File: config.mk
export PLATFORM = sky130hd
export DESIGN_NAME = cocl_line_ctrl
export DESIGN_NICKNAME = d
export VERILOG_FILES = /design/src/cocl_pkg.sv /design/src/cocl_line_ctrl.sv
export SDC_FILE = /design/constraint.sdc
export NUM_CORES = 1
export LEC_CHECK = 0
export BUFFER_PORTS_ARGS = -buffer_cell sky130_fd_sc_hd__buf_4
export CAP_MARGIN = 5
export CELL_PAD_IN_SITES_DETAIL_PLACEMENT = 0
export CELL_PAD_IN_SITES_GLOBAL_PLACEMENT = 2
export CORE_UTILIZATION = 28
export DETAILED_ROUTE_END_ITERATION = 16
export HOLD_SLACK_MARGIN = 0.1
export PLACE_DENSITY = 0.85
export SLEW_MARGIN = 20
export SYNTH_ARGS = -nofsm -noshare
export SYNTH_HDL_FRONTEND = slang
export SYNTH_SLANG_ARGS = --single-unit
File: constraint.sdc
create_clock -name ref_clk -period 1.74 [get_ports ref_clk]
set_input_delay 0.174 -clock ref_clk [delete_from_list [all_inputs] [get_ports ref_clk]]
set_output_delay 0.174 -clock ref_clk [all_outputs]
set_load 0.01 [all_outputs]
File: src/cocl_pkg.sv
// Package for the camera output line control block: register map, fields, sources
package cocl_pkg;

	// Register word indices are byte addresses (all multiples of four)
	localparam logic [7:0] REG_LINE_PICK   = 8'h00; // Selector for per-line access
	localparam logic [7:0] REG_SOURCE      = 8'h04; // Source of picked output line
	localparam logic [7:0] REG_INVERT      = 8'h08; // Inverter of picked output line
	localparam logic [7:0] REG_USER_PICK   = 8'h0C; // User output line selector
	localparam logic [7:0] REG_USER_LEVEL  = 8'h10; // Single-line user level
	localparam logic [7:0] REG_USER_MULTI  = 8'h14; // Multi-line user value
	localparam logic [7:0] REG_LINE_STATUS = 8'h18; // Level of picked line
	localparam logic [7:0] REG_SNAPSHOT    = 8'h1C; // All line levels
	localparam logic [7:0] REG_POLARITY    = 8'h20; // Polarity kind of picked line

	// Line counts
	localparam int NUM_OUT = 2; // Output lines
	localparam int NUM_IN  = 1; // Input lines

	// Line pick codes: 0 = input line 1, 1 = output line 1, 2 = output line 2
	localparam logic [1:0] PICK_IN1  = 2'h0;
	localparam logic [1:0] PICK_OUT1 = 2'h1;
	localparam logic [1:0] PICK_OUT2 = 2'h2;

	// Snapshot bit positions
	localparam int SNAP_IN1_BIT  = 0; // Input line 1
	localparam int SNAP_OUT1_BIT = 2; // Output line 1 (output 2 follows)

	// Polarity codes
	localparam logic [31:0] POL_POSITIVE = 32'h0000_0000;
	localparam logic [31:0] POL_NEGATIVE = 32'h0000_0001;

	// Reset values
	localparam logic [31:0] USER_MULTI_RESET = 32'h0000_0000;
	localparam logic [31:0] UNMAPPED_READ    = 32'h0000_0000;

	// Output source choices
	typedef enum logic [3:0] {
		SRC_EXPOSURE = 4'h0,
		SRC_ACQ_WAIT = 4'h1,
		SRC_FRM_WAIT = 4'h2,
		SRC_LIN_WAIT = 4'h3,
		SRC_ENCODER  = 4'h4,
		SRC_RATECONV = 4'h5,
		SRC_USER     = 4'h6,
		SRC_OFF      = 4'h7
	} cocl_src_e;

	// Register bus request
	typedef struct packed {
		logic [7:0]  addr;
		logic [31:0] wdata;
		logic        wr;
		logic        rd;
	} cocl_bus_s;

	// Internal camera event signals
	typedef struct packed {
		logic exposure_in_progress;
		logic acquisition_trigger_waiting;
		logic frame_trigger_waiting;
		logic line_trigger_waiting;
		logic encoder_module_output;
		logic rate_converter_output;
	} cocl_evt_s;

endpackage // cocl_pkg

File: src/cocl_line_ctrl.sv
// Output line source routing, user levels and line level read-back
//
// Implementation choices: the plain strobed port and the register offsets.
`timescale 1ns/100ps

// Functional notes
// - Output 1 defaults to exposure in progress
// - Output 2 defaults to frame trigger waiting
// - User level only acts on user-sourced lines
// - Single user level drives picked line
// - Multi value low two bits set both
// - Multi value bit 0 low, 1 high
// - User value applied ahead of inverter
// - One read captures all line levels
// - Status word is 32 bits, fixed positions
// - Status bit 1 high, 0 low
// - Picked line status reports its level
// - Picked line reports polarity kind
// - Each output has a selectable source
// - Off source disables the output
// - Per-line inversion enable
module cocl_line_ctrl
	import cocl_pkg::*;
(
	// Clock and reset
	input  wire logic                 ref_clk,
	input  wire logic                 rst,
	// Register port
	input  wire cocl_pkg::cocl_bus_s  bus,
	output logic [31:0]               rdata,
	// Internal camera events, same clock
	input  wire cocl_pkg::cocl_evt_s  evt,
	// Input pin
	input  wire logic                 in_line_pin,
	// Output pins
	output logic [1:0]                out_line,
	output logic [1:0]                out_line_oe
);
	import cocl_pkg::*;

	// Register map, all byte addresses:
	//   0x00 line pick, 0x04 source, 0x08 inverter, 0x0C user line pick,
	//   0x10 user level, 0x14 multi value, 0x18 picked line status,
	//   0x1C snapshot, 0x20 polarity kind
	// Per-line registers act on the line named by the line pick; a pick that
	// names the input line leaves source and inverter alone and reads zero.
	// The slave never stalls: writes land on the strobe edge, reads answer
	// one cycle later and drop back to zero after that.

	// All module state
	typedef struct packed {
		logic [1:0]  io_line_pick;          // Selector for per-line access
		cocl_src_e   src1;                  // Source of output line 2
		cocl_src_e   src0;                  // Source of output line 1
		logic [1:0]  inv;                   // Inverter enables
		logic        user_driven_line_pick; // 0 = output 1, 1 = output 2
		logic [31:0] user_multi;            // Multi-line user value
		logic [1:0]  out_q;                 // Registered pin levels
		logic [1:0]  oe_q;                  // Registered pin enables
		logic [1:0]  in_sync;               // Input synchroniser
		logic [31:0] rdata;                 // Read data, one cycle later
	} cocl_state_s;

	cocl_state_s st;      // Current state
	cocl_state_s next_st; // Next state

	// Source mux for one line
	function automatic logic pick_source(input cocl_src_e s, input cocl_evt_s e,
		input logic user);
		case (s)
			SRC_EXPOSURE: pick_source = e.exposure_in_progress;
			SRC_ACQ_WAIT: pick_source = e.acquisition_trigger_waiting;
			SRC_FRM_WAIT: pick_source = e.frame_trigger_waiting;
			SRC_LIN_WAIT: pick_source = e.line_trigger_waiting;
			SRC_ENCODER:  pick_source = e.encoder_module_output;
			SRC_RATECONV: pick_source = e.rate_converter_output;
			SRC_USER:     pick_source = user;
			default:      pick_source = 1'b0;
		endcase
	endfunction

	// Legalise a written source code; unknown codes fall back to off
	function automatic cocl_src_e to_source(input logic [31:0] w);
		if (w <= 32'h0000_0007)
			to_source = cocl_src_e'(w[3:0]);
		else
			to_source = SRC_OFF;
	endfunction

	// Pre-inverter and pin levels per output line
	logic [1:0] raw_lvl;  // Selected source, before inverter
	logic [1:0] pin_lvl;  // After inverter
	logic [1:0] pin_oe;   // Drive enable
	logic [31:0] snap;    // All-lines level word

	// An off line parks its pin low, so a disabled output with the inverter
	// on never reads back as high
	// Route each line through its source mux and inverter
	genvar g;
	generate
		for (g = 0; g < NUM_OUT; g++)
		begin : g_line
			cocl_src_e sel;
			assign sel = (g == 0) ? st.src0 : st.src1;
			// Non-user sources ignore the user value entirely
			assign raw_lvl[g] = pick_source(sel, evt, st.user_multi[g]);
			// User value sits ahead of the inverter; off lines stay low
			assign pin_lvl[g] = pin_oe[g] & (raw_lvl[g] ^ st.inv[g]);
			assign pin_oe[g]  = (sel != SRC_OFF);
		end
	endgenerate

	// Snapshot word: input line in bit 0, outputs from bit 2
	// Only one input line is fitted, so bit 1 stays zero as a spare
	// Limitation: output bits are the registered drive, not a sense of the pin
	always_comb
	begin
		snap = 32'h0000_0000;
		snap[SNAP_IN1_BIT] = st.in_sync[1];
		// Driven pin levels, read back after the inverter
		snap[SNAP_OUT1_BIT +: NUM_OUT] = st.out_q;
	end

	// Next-state logic: register writes, reads and pin updates
	always_comb
	begin
		next_st = st;
		next_st.in_sync = {st.in_sync[0], in_line_pin};
		next_st.out_q   = pin_lvl;
		next_st.oe_q    = pin_oe;
		next_st.rdata   = UNMAPPED_READ;
		// Writes
		if (bus.wr)
		begin
			case (bus.addr)
				REG_LINE_PICK:
					next_st.io_line_pick = bus.wdata[1:0];
				REG_SOURCE:
					// Only output lines carry a source
					if (st.io_line_pick == PICK_OUT1)
						next_st.src0 = to_source(bus.wdata);
					else if (st.io_line_pick == PICK_OUT2)
						next_st.src1 = to_source(bus.wdata);
				REG_INVERT:
					if (st.io_line_pick == PICK_OUT1)
						next_st.inv[0] = bus.wdata[0];
					else if (st.io_line_pick == PICK_OUT2)
						next_st.inv[1] = bus.wdata[0];
				REG_USER_PICK:
					next_st.user_driven_line_pick = bus.wdata[0];
				REG_USER_LEVEL:
					// Single-line write touches only the picked bit
					next_st.user_multi[st.user_driven_line_pick] = bus.wdata[0];
				REG_USER_MULTI:
					// Both lines set in one write; full word held for read-back
					next_st.user_multi = bus.wdata;
				default:
					next_st.user_multi = st.user_multi; // Unmapped write ignored
			endcase
		end
		// Reads, answered in the following cycle
		if (bus.rd)
		begin
			case (bus.addr)
				REG_LINE_PICK:   next_st.rdata = {30'h0, st.io_line_pick};
				REG_SOURCE:
					if (st.io_line_pick == PICK_OUT1)
						next_st.rdata = {28'h0, st.src0};
					else if (st.io_line_pick == PICK_OUT2)
						next_st.rdata = {28'h0, st.src1};
					else
						next_st.rdata = UNMAPPED_READ;
				REG_INVERT:
					if (st.io_line_pick == PICK_OUT1)
						next_st.rdata = {31'h0, st.inv[0]};
					else if (st.io_line_pick == PICK_OUT2)
						next_st.rdata = {31'h0, st.inv[1]};
					else
						next_st.rdata = UNMAPPED_READ;
				REG_USER_PICK:   next_st.rdata = {31'h0, st.user_driven_line_pick};
				REG_USER_LEVEL:
					next_st.rdata = {31'h0, st.user_multi[st.user_driven_line_pick]};
				REG_USER_MULTI:  next_st.rdata = st.user_multi;
				// Whole-word capture at one instant
				REG_SNAPSHOT:    next_st.rdata = snap;
				REG_LINE_STATUS:
					case (st.io_line_pick)
						PICK_IN1:  next_st.rdata = {31'h0, snap[SNAP_IN1_BIT]};
						PICK_OUT1: next_st.rdata = {31'h0, snap[SNAP_OUT1_BIT]};
						PICK_OUT2: next_st.rdata = {31'h0, snap[SNAP_OUT1_BIT + 1]};
						default:   next_st.rdata = UNMAPPED_READ;
					endcase
				REG_POLARITY:
					// Outputs with inverter on are negative logic; input is positive
					case (st.io_line_pick)
						PICK_OUT1: next_st.rdata = st.inv[0] ? POL_NEGATIVE : POL_POSITIVE;
						PICK_OUT2: next_st.rdata = st.inv[1] ? POL_NEGATIVE : POL_POSITIVE;
						default:   next_st.rdata = POL_POSITIVE;
					endcase
				default:         next_st.rdata = UNMAPPED_READ;
			endcase
		end
	end

	// State register
	// Synchronous reset; the first edge after release already routes the
	// default sources to the pins
	always_ff @(posedge ref_clk)
	begin
		if (rst)
		begin
			st.io_line_pick          <= PICK_OUT1;
			st.src0                  <= SRC_EXPOSURE;
			st.src1                  <= SRC_FRM_WAIT;
			st.inv                   <= 2'h0;
			st.user_driven_line_pick <= 1'b0;
			st.user_multi            <= USER_MULTI_RESET;
			st.out_q                 <= 2'h0;
			st.oe_q                  <= 2'h0;
			st.in_sync               <= 2'h0;
			st.rdata                 <= UNMAPPED_READ;
		end
		else
			st <= next_st;
	end

	// Outputs from flip-flops
	assign rdata       = st.rdata;
	assign out_line    = st.out_q;
	assign out_line_oe = st.oe_q;

	// Defaults after reset
	a_reset_src_one: assert property (@(posedge ref_clk)
		($past(rst) && !rst) |-> st.src0 == SRC_EXPOSURE)
		else $error("output 1 source not exposure after reset");
	a_reset_src_two: assert property (@(posedge ref_clk)
		($past(rst) && !rst) |-> st.src1 == SRC_FRM_WAIT)
		else $error("output 2 source not frame wait after reset");
	// Non-user line follows its source, not the user value
	a_nonuser_follows: assert property (@(posedge ref_clk) disable iff (rst)
		(st.src0 == SRC_EXPOSURE && !st.inv[0]) |=> out_line[0] == $past(evt.exposure_in_progress))
		else $error("non-user output 1 not following source");
	// Single-line write reaches the pin two cycles later
	a_single_level: assert property (@(posedge ref_clk) disable iff (rst)
		(bus.wr && bus.addr == REG_USER_LEVEL && st.src1 == SRC_USER && !st.inv[1]
		&& st.user_driven_line_pick && bus.wdata[0]) ##1 (st.src1 == SRC_USER && !st.inv[1])
		|=> out_line[1])
		else $error("user level not driven on picked line");
	a_multi_write: assert property (@(posedge ref_clk) disable iff (rst)
		(bus.wr && bus.addr == REG_USER_MULTI) |=> st.user_multi == $past(bus.wdata))
		else $error("multi value not stored");
	a_multi_low: assert property (@(posedge ref_clk) disable iff (rst)
		(st.src0 == SRC_USER && !st.inv[0] && !st.user_multi[0]) |=> !out_line[0])
		else $error("multi bit 0 not driving low");
	a_invert_user: assert property (@(posedge ref_clk) disable iff (rst)
		(st.src0 == SRC_USER && st.inv[0]) |=> out_line[0] == !$past(st.user_multi[0]))
		else $error("user value not ahead of inverter");
	a_snap_read: assert property (@(posedge ref_clk) disable iff (rst)
		(bus.rd && bus.addr == REG_SNAPSHOT) |=> rdata[SNAP_OUT1_BIT +: 2] == $past(out_line))
		else $error("snapshot not matching driven levels");
	a_off_disable: assert property (@(posedge ref_clk) disable iff (rst)
		(st.src1 == SRC_OFF) |=> !out_line_oe[1])
		else $error("off source still driving");

	// Further checks; bus terms in antecedents only pick the cycle to look at,
	// every consequent watches what this block drives
	// Pins and read data sit at zero in the cycle after reset is seen
	a_reset_quiet: assert property (@(posedge ref_clk)
		rst |=> (out_line == 2'h0 && out_line_oe == 2'h0 && rdata == 32'h0000_0000))
		else $error("outputs not quiet after reset");
	// Line 2 on its default source tracks the event, not the user bit
	a_nonuser_two: assert property (@(posedge ref_clk) disable iff (rst)
		(st.src1 == SRC_FRM_WAIT && !st.inv[1])
		|=> out_line[1] == $past(evt.frame_trigger_waiting))
		else $error("non-user output 2 not following source");
	// A set multi bit drives a non-inverted user line high
	a_multi_high: assert property (@(posedge ref_clk) disable iff (rst)
		(st.src0 == SRC_USER && !st.inv[0] && st.user_multi[0]) |=> out_line[0])
		else $error("multi bit 0 not driving high");
	// Bit 1 of the multi value belongs to output 2
	a_multi_two: assert property (@(posedge ref_clk) disable iff (rst)
		(st.src1 == SRC_USER && !st.inv[1]) |=> out_line[1] == $past(st.user_multi[1]))
		else $error("multi bit 1 not on output 2");
	// Single-line write with output 1 picked lands in bit 0 only
	a_single_write: assert property (@(posedge ref_clk) disable iff (rst)
		(bus.wr && bus.addr == REG_USER_LEVEL && !st.user_driven_line_pick)
		|=> (st.user_multi[0] == $past(bus.wdata[0])
		&& st.user_multi[1] == $past(st.user_multi[1])))
		else $error("single user level not stored for output 1");
	// User line pick is taken from bit 0
	a_user_pick: assert property (@(posedge ref_clk) disable iff (rst)
		(bus.wr && bus.addr == REG_USER_PICK)
		|=> st.user_driven_line_pick == $past(bus.wdata[0]))
		else $error("user line pick not stored");
	// Inverter on output 1 turns the exposure level over
	a_invert_event: assert property (@(posedge ref_clk) disable iff (rst)
		(st.src0 == SRC_EXPOSURE && st.inv[0])
		|=> out_line[0] == !$past(evt.exposure_in_progress))
		else $error("inverter not applied to output 1");
	// Inverter write for output 2 stores bit 0
	a_invert_store: assert property (@(posedge ref_clk) disable iff (rst)
		(bus.wr && bus.addr == REG_INVERT && st.io_line_pick == PICK_OUT2)
		|=> st.inv[1] == $past(bus.wdata[0]))
		else $error("inverter enable not stored for output 2");
	// Legal source codes are kept as written
	a_source_store: assert property (@(posedge ref_clk) disable iff (rst)
		(bus.wr && bus.addr == REG_SOURCE && st.io_line_pick == PICK_OUT2
		&& bus.wdata <= 32'h0000_0007) |=> st.src1 == $past(bus.wdata[3:0]))
		else $error("source code not stored for output 2");
	// Codes past the last source fall back to off
	a_source_legal: assert property (@(posedge ref_clk) disable iff (rst)
		(bus.wr && bus.addr == REG_SOURCE && st.io_line_pick == PICK_OUT1
		&& bus.wdata > 32'h0000_0007) |=> st.src0 == SRC_OFF)
		else $error("unknown source code not turned off");
	// Unassigned snapshot bits read as zero
	a_snap_zero: assert property (@(posedge ref_clk) disable iff (rst)
		(bus.rd && bus.addr == REG_SNAPSHOT) |=> (rdata[31:4] == 28'h000_0000 && !rdata[1]))
		else $error("snapshot spare bits not zero");
	// Input bit of the snapshot is the synchronised pin level
	a_snap_input: assert property (@(posedge ref_clk) disable iff (rst)
		(bus.rd && bus.addr == REG_SNAPSHOT)
		|=> rdata[SNAP_IN1_BIT] == $past(st.in_sync[1]))
		else $error("snapshot input bit wrong");
	// Picked output 2 status is its driven level
	a_status_out: assert property (@(posedge ref_clk) disable iff (rst)
		(bus.rd && bus.addr == REG_LINE_STATUS && st.io_line_pick == PICK_OUT2)
		|=> (rdata[0] == $past(out_line[1]) && rdata[31:1] == 31'h0000_0000))
		else $error("output 2 status wrong");
	// Status of output 1 is taken after the inverter
	a_status_inv: assert property (@(posedge ref_clk) disable iff (rst)
		(bus.rd && bus.addr == REG_LINE_STATUS && st.io_line_pick == PICK_OUT1 && st.inv[0])
		|=> rdata[0] == $past(out_line[0]))
		else $error("output 1 status not after inverter");
	// Picked input status is the synchronised pin level
	a_status_in: assert property (@(posedge ref_clk) disable iff (rst)
		(bus.rd && bus.addr == REG_LINE_STATUS && st.io_line_pick == PICK_IN1)
		|=> rdata[0] == $past(st.in_sync[1]))
		else $error("input status wrong");
	// Output 1 polarity follows its inverter
	a_polarity_out: assert property (@(posedge ref_clk) disable iff (rst)
		(bus.rd && bus.addr == REG_POLARITY && st.io_line_pick == PICK_OUT1)
		|=> rdata == ($past(st.inv[0]) ? POL_NEGATIVE : POL_POSITIVE))
		else $error("output 1 polarity wrong");
	// The input line always reads positive logic
	a_polarity_in: assert property (@(posedge ref_clk) disable iff (rst)
		(bus.rd && bus.addr == REG_POLARITY && st.io_line_pick == PICK_IN1)
		|=> rdata == POL_POSITIVE)
		else $error("input polarity not positive");
	// An off line is released and parked low
	a_off_level: assert property (@(posedge ref_clk) disable iff (rst)
		(st.src0 == SRC_OFF) |=> (!out_line_oe[0] && !out_line[0]))
		else $error("off output 1 still driving");

endmodule // cocl_line_ctrl

Yosys cells after proc, flatten, opt, wreduce, memory -nomap -nowiden
Cells that the tools add are included.
{"block": "totals", "reg_bits": 83, "input_bits": 51, "output_inout_bits": 36, "word_cells": 76}
{"block": "op_classes", "n_lt_le_gt_ge": 3, "eq_ne": 24, "mux": 18, "bitwise_logic": 6, "n_reduce_logical": 14}
{"operator": "32-bit one-hot mux with 9 select lines", "n": 1}
{"operator": "32-bit one-hot mux with 2 select lines", "n": 1}
{"operator": "32-bit bitwise mux", "n": 1}
{"operator": "8-bit by 5-bit equality test with 1-bit output, second input constant", "n": 4}
{"operator": "32-bit by 3-bit less-or-equal comparator with 1-bit output, second input constant", "n": 1}
{"operator": "4-bit by 3-bit equality test with 1-bit output, second input constant", "n": 6}
{"operator": "4-bit by 2-bit equality test with 1-bit output, second input constant", "n": 4}
{"operator": "8-bit by 4-bit equality test with 1-bit output, second input constant", "n": 2}
{"operator": "1-bit one-hot mux with 7 select lines", "n": 2}
{"operator": "4-bit 2-to-1 mux", "n": 3}
{"operator": "4-bit by 1-bit equality test with 1-bit output, second input constant", "n": 2}
{"operator": "8-bit by 3-bit equality test with 1-bit output, second input constant", "n": 1}
{"operator": "8-bit by 6-bit equality test with 1-bit output, second input constant", "n": 1}
{"operator": "4-bit logical NOT", "n": 2}
{"operator": "8-bit logical NOT", "n": 1}
{"operator": "4-bit by 3-bit != test with 1-bit output, second input constant", "n": 2}
{"operator": "4-bit AND reduction", "n": 2}
{"operator": "1-bit 2-to-1 mux", "n": 7}
{"operator": "1-bit by 6-bit < comparator with 1-bit output, second input constant", "n": 1}
{"operator": "2-bit AND reduction", "n": 3}
{"operator": "3-bit AND reduction", "n": 2}
{"operator": "1-bit one-hot mux with 3 select lines", "n": 1}
{"operator": "1-bit bitwise AND", "n": 2}
{"operator": "2-bit by 1-bit equality test with 1-bit output, second input constant", "n": 1}
{"operator": "other kinds (10)", "n": 12}

Depth between registers and ports, before layout
{"block": "depth", "word_depth": 6, "depth_mapped": 8, "mapped_depth_nobuf": 7}

Worst setup path before layout
No wires, ideal clock.
{"block": "synth_timing", "kind": "register to register", "from": "register st[81] (netlist name)", "to": "register st, in the netlist g_line[1].sel[1]", "setup_ns": 0.124, "arrival_ns": 1.510, "required_time_ns": 1.616, "path_slack_ns": 0.107, "path_stages_with_launch": 8, "n_path_buf": 1, "period_less_slack_ns": 1.633, "cell_sequence": "dfxtp_1 -> inv_1 -> ha_1 -> nor2b_1 -> and3_1 -> clkbuf_1 -> nor3b_1 -> o21ai_0"}
{"block": "synth_between", "elab_chain_len": 3, "word_cells_on_any_way": 4, "classes_between": "2 x eq/ne; 1 x bitwise; 1 x reduce/logical"}
{"element": "start: declaration", "line": "cocl_line_ctrl.sv:64", "source": "cocl_state_s st;"}
{"element": "start signal: assignment", "line": "cocl_line_ctrl.sv:224", "source": "st <= next_st;"}
{"element": "2-bit by 1-bit equality test with 1-bit output", "line": "cocl_line_ctrl.sv:140", "source": "if (st.io_line_pick == PICK_OUT1)"}
{"element": "1-bit NOT (no line)"}
{"element": "4-bit AND reduction (no line) *"}
Mark *: on every way between the ends. The rest lies on a longest branch, timed or not.
A chain may end at the register's enable or synchronous reset.

Worst setup path after layout
{"block": "layout_timing", "from": "input port bus[18] (netlist name)", "to": "register st, in the netlist g_line[1].sel[1]"}
{"block": "layout_between", "elab_chain_len": 2}
{"element": "start: declaration", "line": "cocl_line_ctrl.sv:29", "source": "input wire cocl_pkg::cocl_bus_s bus,"}
{"element": "32-bit by 3-bit less-or-equal comparator with 1-bit output", "line": "cocl_line_ctrl.sv:84", "source": "if (w <= 32'h0000_0007)"}
{"element": "4-bit 2-to-1 mux", "line": "cocl_line_ctrl.sv:84"}
Every way passes these cells.

==> flow_summary.ini <==
[status]
status = finished clean

[cells_and_area]
area_growth_pct = 38.1
fin_cells = 673
n_antenna_cell = 0
drive_gt1_share_pct = 28.5
final_nets = 555

[placed_design]
dp_cells = 627
place_hpwl_um = 6240
port_buffers = 86
routabilityCongestion = 0.843

[global_route]
grt_pass1_wl_um = 14800
grt_pass1_vias = 3059
grt_max_degree = 49
overflow = 0
grt_util_all_layers_pct = 14.6
antenna_found_initial = 0

[timing]
skew_ps = 6.31
worstMarginPinSlew_ps = 555
slew_viol_final = 0
max_clock_freq_ghz = 0.614
slew-limit-headroom_pct = 63.0
tns_ps = 0
fin_crit_sh_pct = 93.6
rsz0062_at_grt = yes
setup_viol = 0
final_hold_viol_count = 0
layout_min_cycle_time_ps = 1630

[synth]
syn_inst = 403
synth_area_um2 = 3520
yosysTopAreaCell = dfxtp_1
synth_common_cells = 83 x dfxtp_1, 77 x nand2_1, 36 x buf_4
synth.yosys.seq_area_share_pct = 47.3
yosys.area.top_type_share_pct = 47.3
ys_async_sr_fraction_pct = 0
synth_cell_type_count = 48
synth_edf_count = 0
ys_seq_elements = 83
syn_avg_cell_area_um2 = 8.72
synthTopCellsByArea = dfxtp_1 47%, nand2_1 8.2%, buf_4 7.7%
yosysWarnings = 0
yosys_most_used_dff = dfxtp_1
synth_nets = 458
yosysMostFrequentCell = dfxtp_1

[detailed_routing]
wl_per_cell_um = 13.2
drt_iter0_drc = 95
antenna_left = 0
wl_um = 8900
vias = 3023
via_per_inst = 4.49
drc = 0
first_pass_iters = 5

[setup_path]
cp.arrival_ps = 1840
crit_required_ps = 1950
cp_cell_sequence = dlygate4sd3_1 > buf_4 > nor3_1 > and4_1 > nand4_1 > buf_4 > nor3b_1 > o21ai_0
setup.worst_path.class = in2reg
worstSetupStartpointType = input pin
path_max_fanout = 4
slowest_delay_ps = 540
cp-end-kind = register
critPathSlowestCell = dlygate4sd3_1
cp_top_family = buffers and inverters
cp_common_cell = buf_4
crit_buf_inv = 3

[cts]
cts_made_buffers = 9
cts_tree = yes
clk_latency_ps = 340
cts.sinks = 83
cts_root_buf = clkbuf_16
clock_path_buffers = 2
htreeDepth = 3
path_clk_slew_ps = 60

[floorplanning]
io_pins = 87
die-width_um = 114
coreArea_um2 = 12100
start_util_pct = 29.0
die_area_um2 = 13000
die_h_um = 114
fp-row-count = 40

[pwr]
combPwrFrac_pct = 6.5
switching_power_mw = 0.888
power_density_nw_per_um2 = 846
netSwitchingFraction_pct = 21.6
p_int_mw = 3.22
power.leakage_nw = 1.93
pwr-share-seq_pct = 46.5
ir_drop_mv = 0.376
clockPowerShare_pct = 47.0
finalPower_mw = 4.11

[hold_path]
hold_path_class = in2reg

[job]
max_cap_violations = 0
layout make-up:
type	count	area, µm²
timing repair buffer	141	1160
multi-input combinational	259	1500
fill	1263	7260
clock inverter	5	60.1
inverter	6	22.5
clock buffer	11	243
tap	168	210
sequential	83	1670
power groups by stage:
stage / clock [mW] / combinational, mW / sequential (mW)
floorplan: 0 / 0.0680 / 1.95
global placement: 0 / 0.212 / 1.96
detailed placement: 0 / 0.213 / 1.96
CTS: 2.00 / 0.265 / 1.91
global route: 2.08 / 0.289 / 1.91
finish: 1.93 / 0.266 / 1.91
state kept, by name, summed over array words and instances (netlist names):
signal	count
g_line.sel	8
out_line_oe	2
next_st	1
out_line	2
rdata	32
snap	1
st	37
metrics by stage:
stage	setup slack [ps]	utilization [%]	area (µm²)	hold WS, ps
6_report	111	40.1	4860	107
5_1_grt	-31.9	40.1	4860	111
4_1_cts	7.52	39.8	4820	100
3_5_place_dp	-51.9	34.9	4230	392
3_3_place_gp	-67.7	34.9	4230	389
2_1_floorplan	107	-	3520	255
cell families (layout without fill, tap and decap cells):
kind of cell	after synthesis	count (layout)	synth area share, %
AND/OR/NAND/NOR	174	174	24.7
buffers and inverters	61	163	10.9
AO/OA/AOI/OAI	73	73	12.7
adder cells (fa/ha/maj)	4	4	1.42
flip-flops	83	83	47.3
multiplexers	8	8	3.02
placed cells by master, fill, tap and decap left out, types with 2 or more instances in the layout:
cell type	count
nor2_1	19
o211a_1	2
dfxtp_1	82
a21oi_1	34
inv_6	2
inv_1	6
mux2i_1	5
nand4_1	4
mux4_2	2
and3_1	4
clkbuf_16	9
nor2_4	2
o21ai_0	10
buf_12	2
nand3b_1	3
or3_1	2
buf_4	110
nand2_1	77
ha_1	2
nor4_1	4
a22oi_1	5
o21a_1	2
nor2b_1	5
a211oi_1	6
a21boi_0	2
nor3_1	7
a41oi_1	2
a311oi_1	2
nand3_1	5
and2_1	28
dlygate4sd3_1	29
what timing repair did:
action / 4_1_cts / 5_1_grt
endpoints found under the hold margin: 29 / 0
hold buffers: 29 / 0
setup buffers: 0 / 1
setup endpoints to repair: 2 / 7
gates cloned: 0 / 0
gates resized for setup: 2 / 7
pin swaps: 0 / 2
routing by layer:
layer | wire [µm] | track usage (%) | share of wire, % | vias to the layer above
li1 | - | - | - | 1529
met1 | 3930 | 17.3 | 44 | 1393
met2 | 4330 | 25.4 | 49 | 86
met3 | 482 | 4.13 | 5.4 | 15
met4 | 156 | 4.94 | 1.8 | 0
met5 | 0 | 0 | 0 | -
worst min-delay path, delay by kind of cell:
family | cells | cell delay (ps)
buffers and inverters | 1 | 120
AND/OR/NAND/NOR | 1 | 50
AO/OA/AOI/OAI | 1 | 50
path summary, 6_finish.rpt:
| kind | startpoint | endpoint | slack [ps] | cells past startpoint |
|---|---|---|---|---|
| worst min register to register | next_st[33] | snap[0] | 440 | 1 |
| worst max register to register | st[82] | g_line[0].sel[1] | 120 | 6 |
| worst max-delay path | bus[18] | g_line[1].sel[1] | 110 | 8 |
| worst min-delay path | bus[5] | st[41] | 110 | 3 |
No activity file was read; power rests on OpenSTA's default activity.
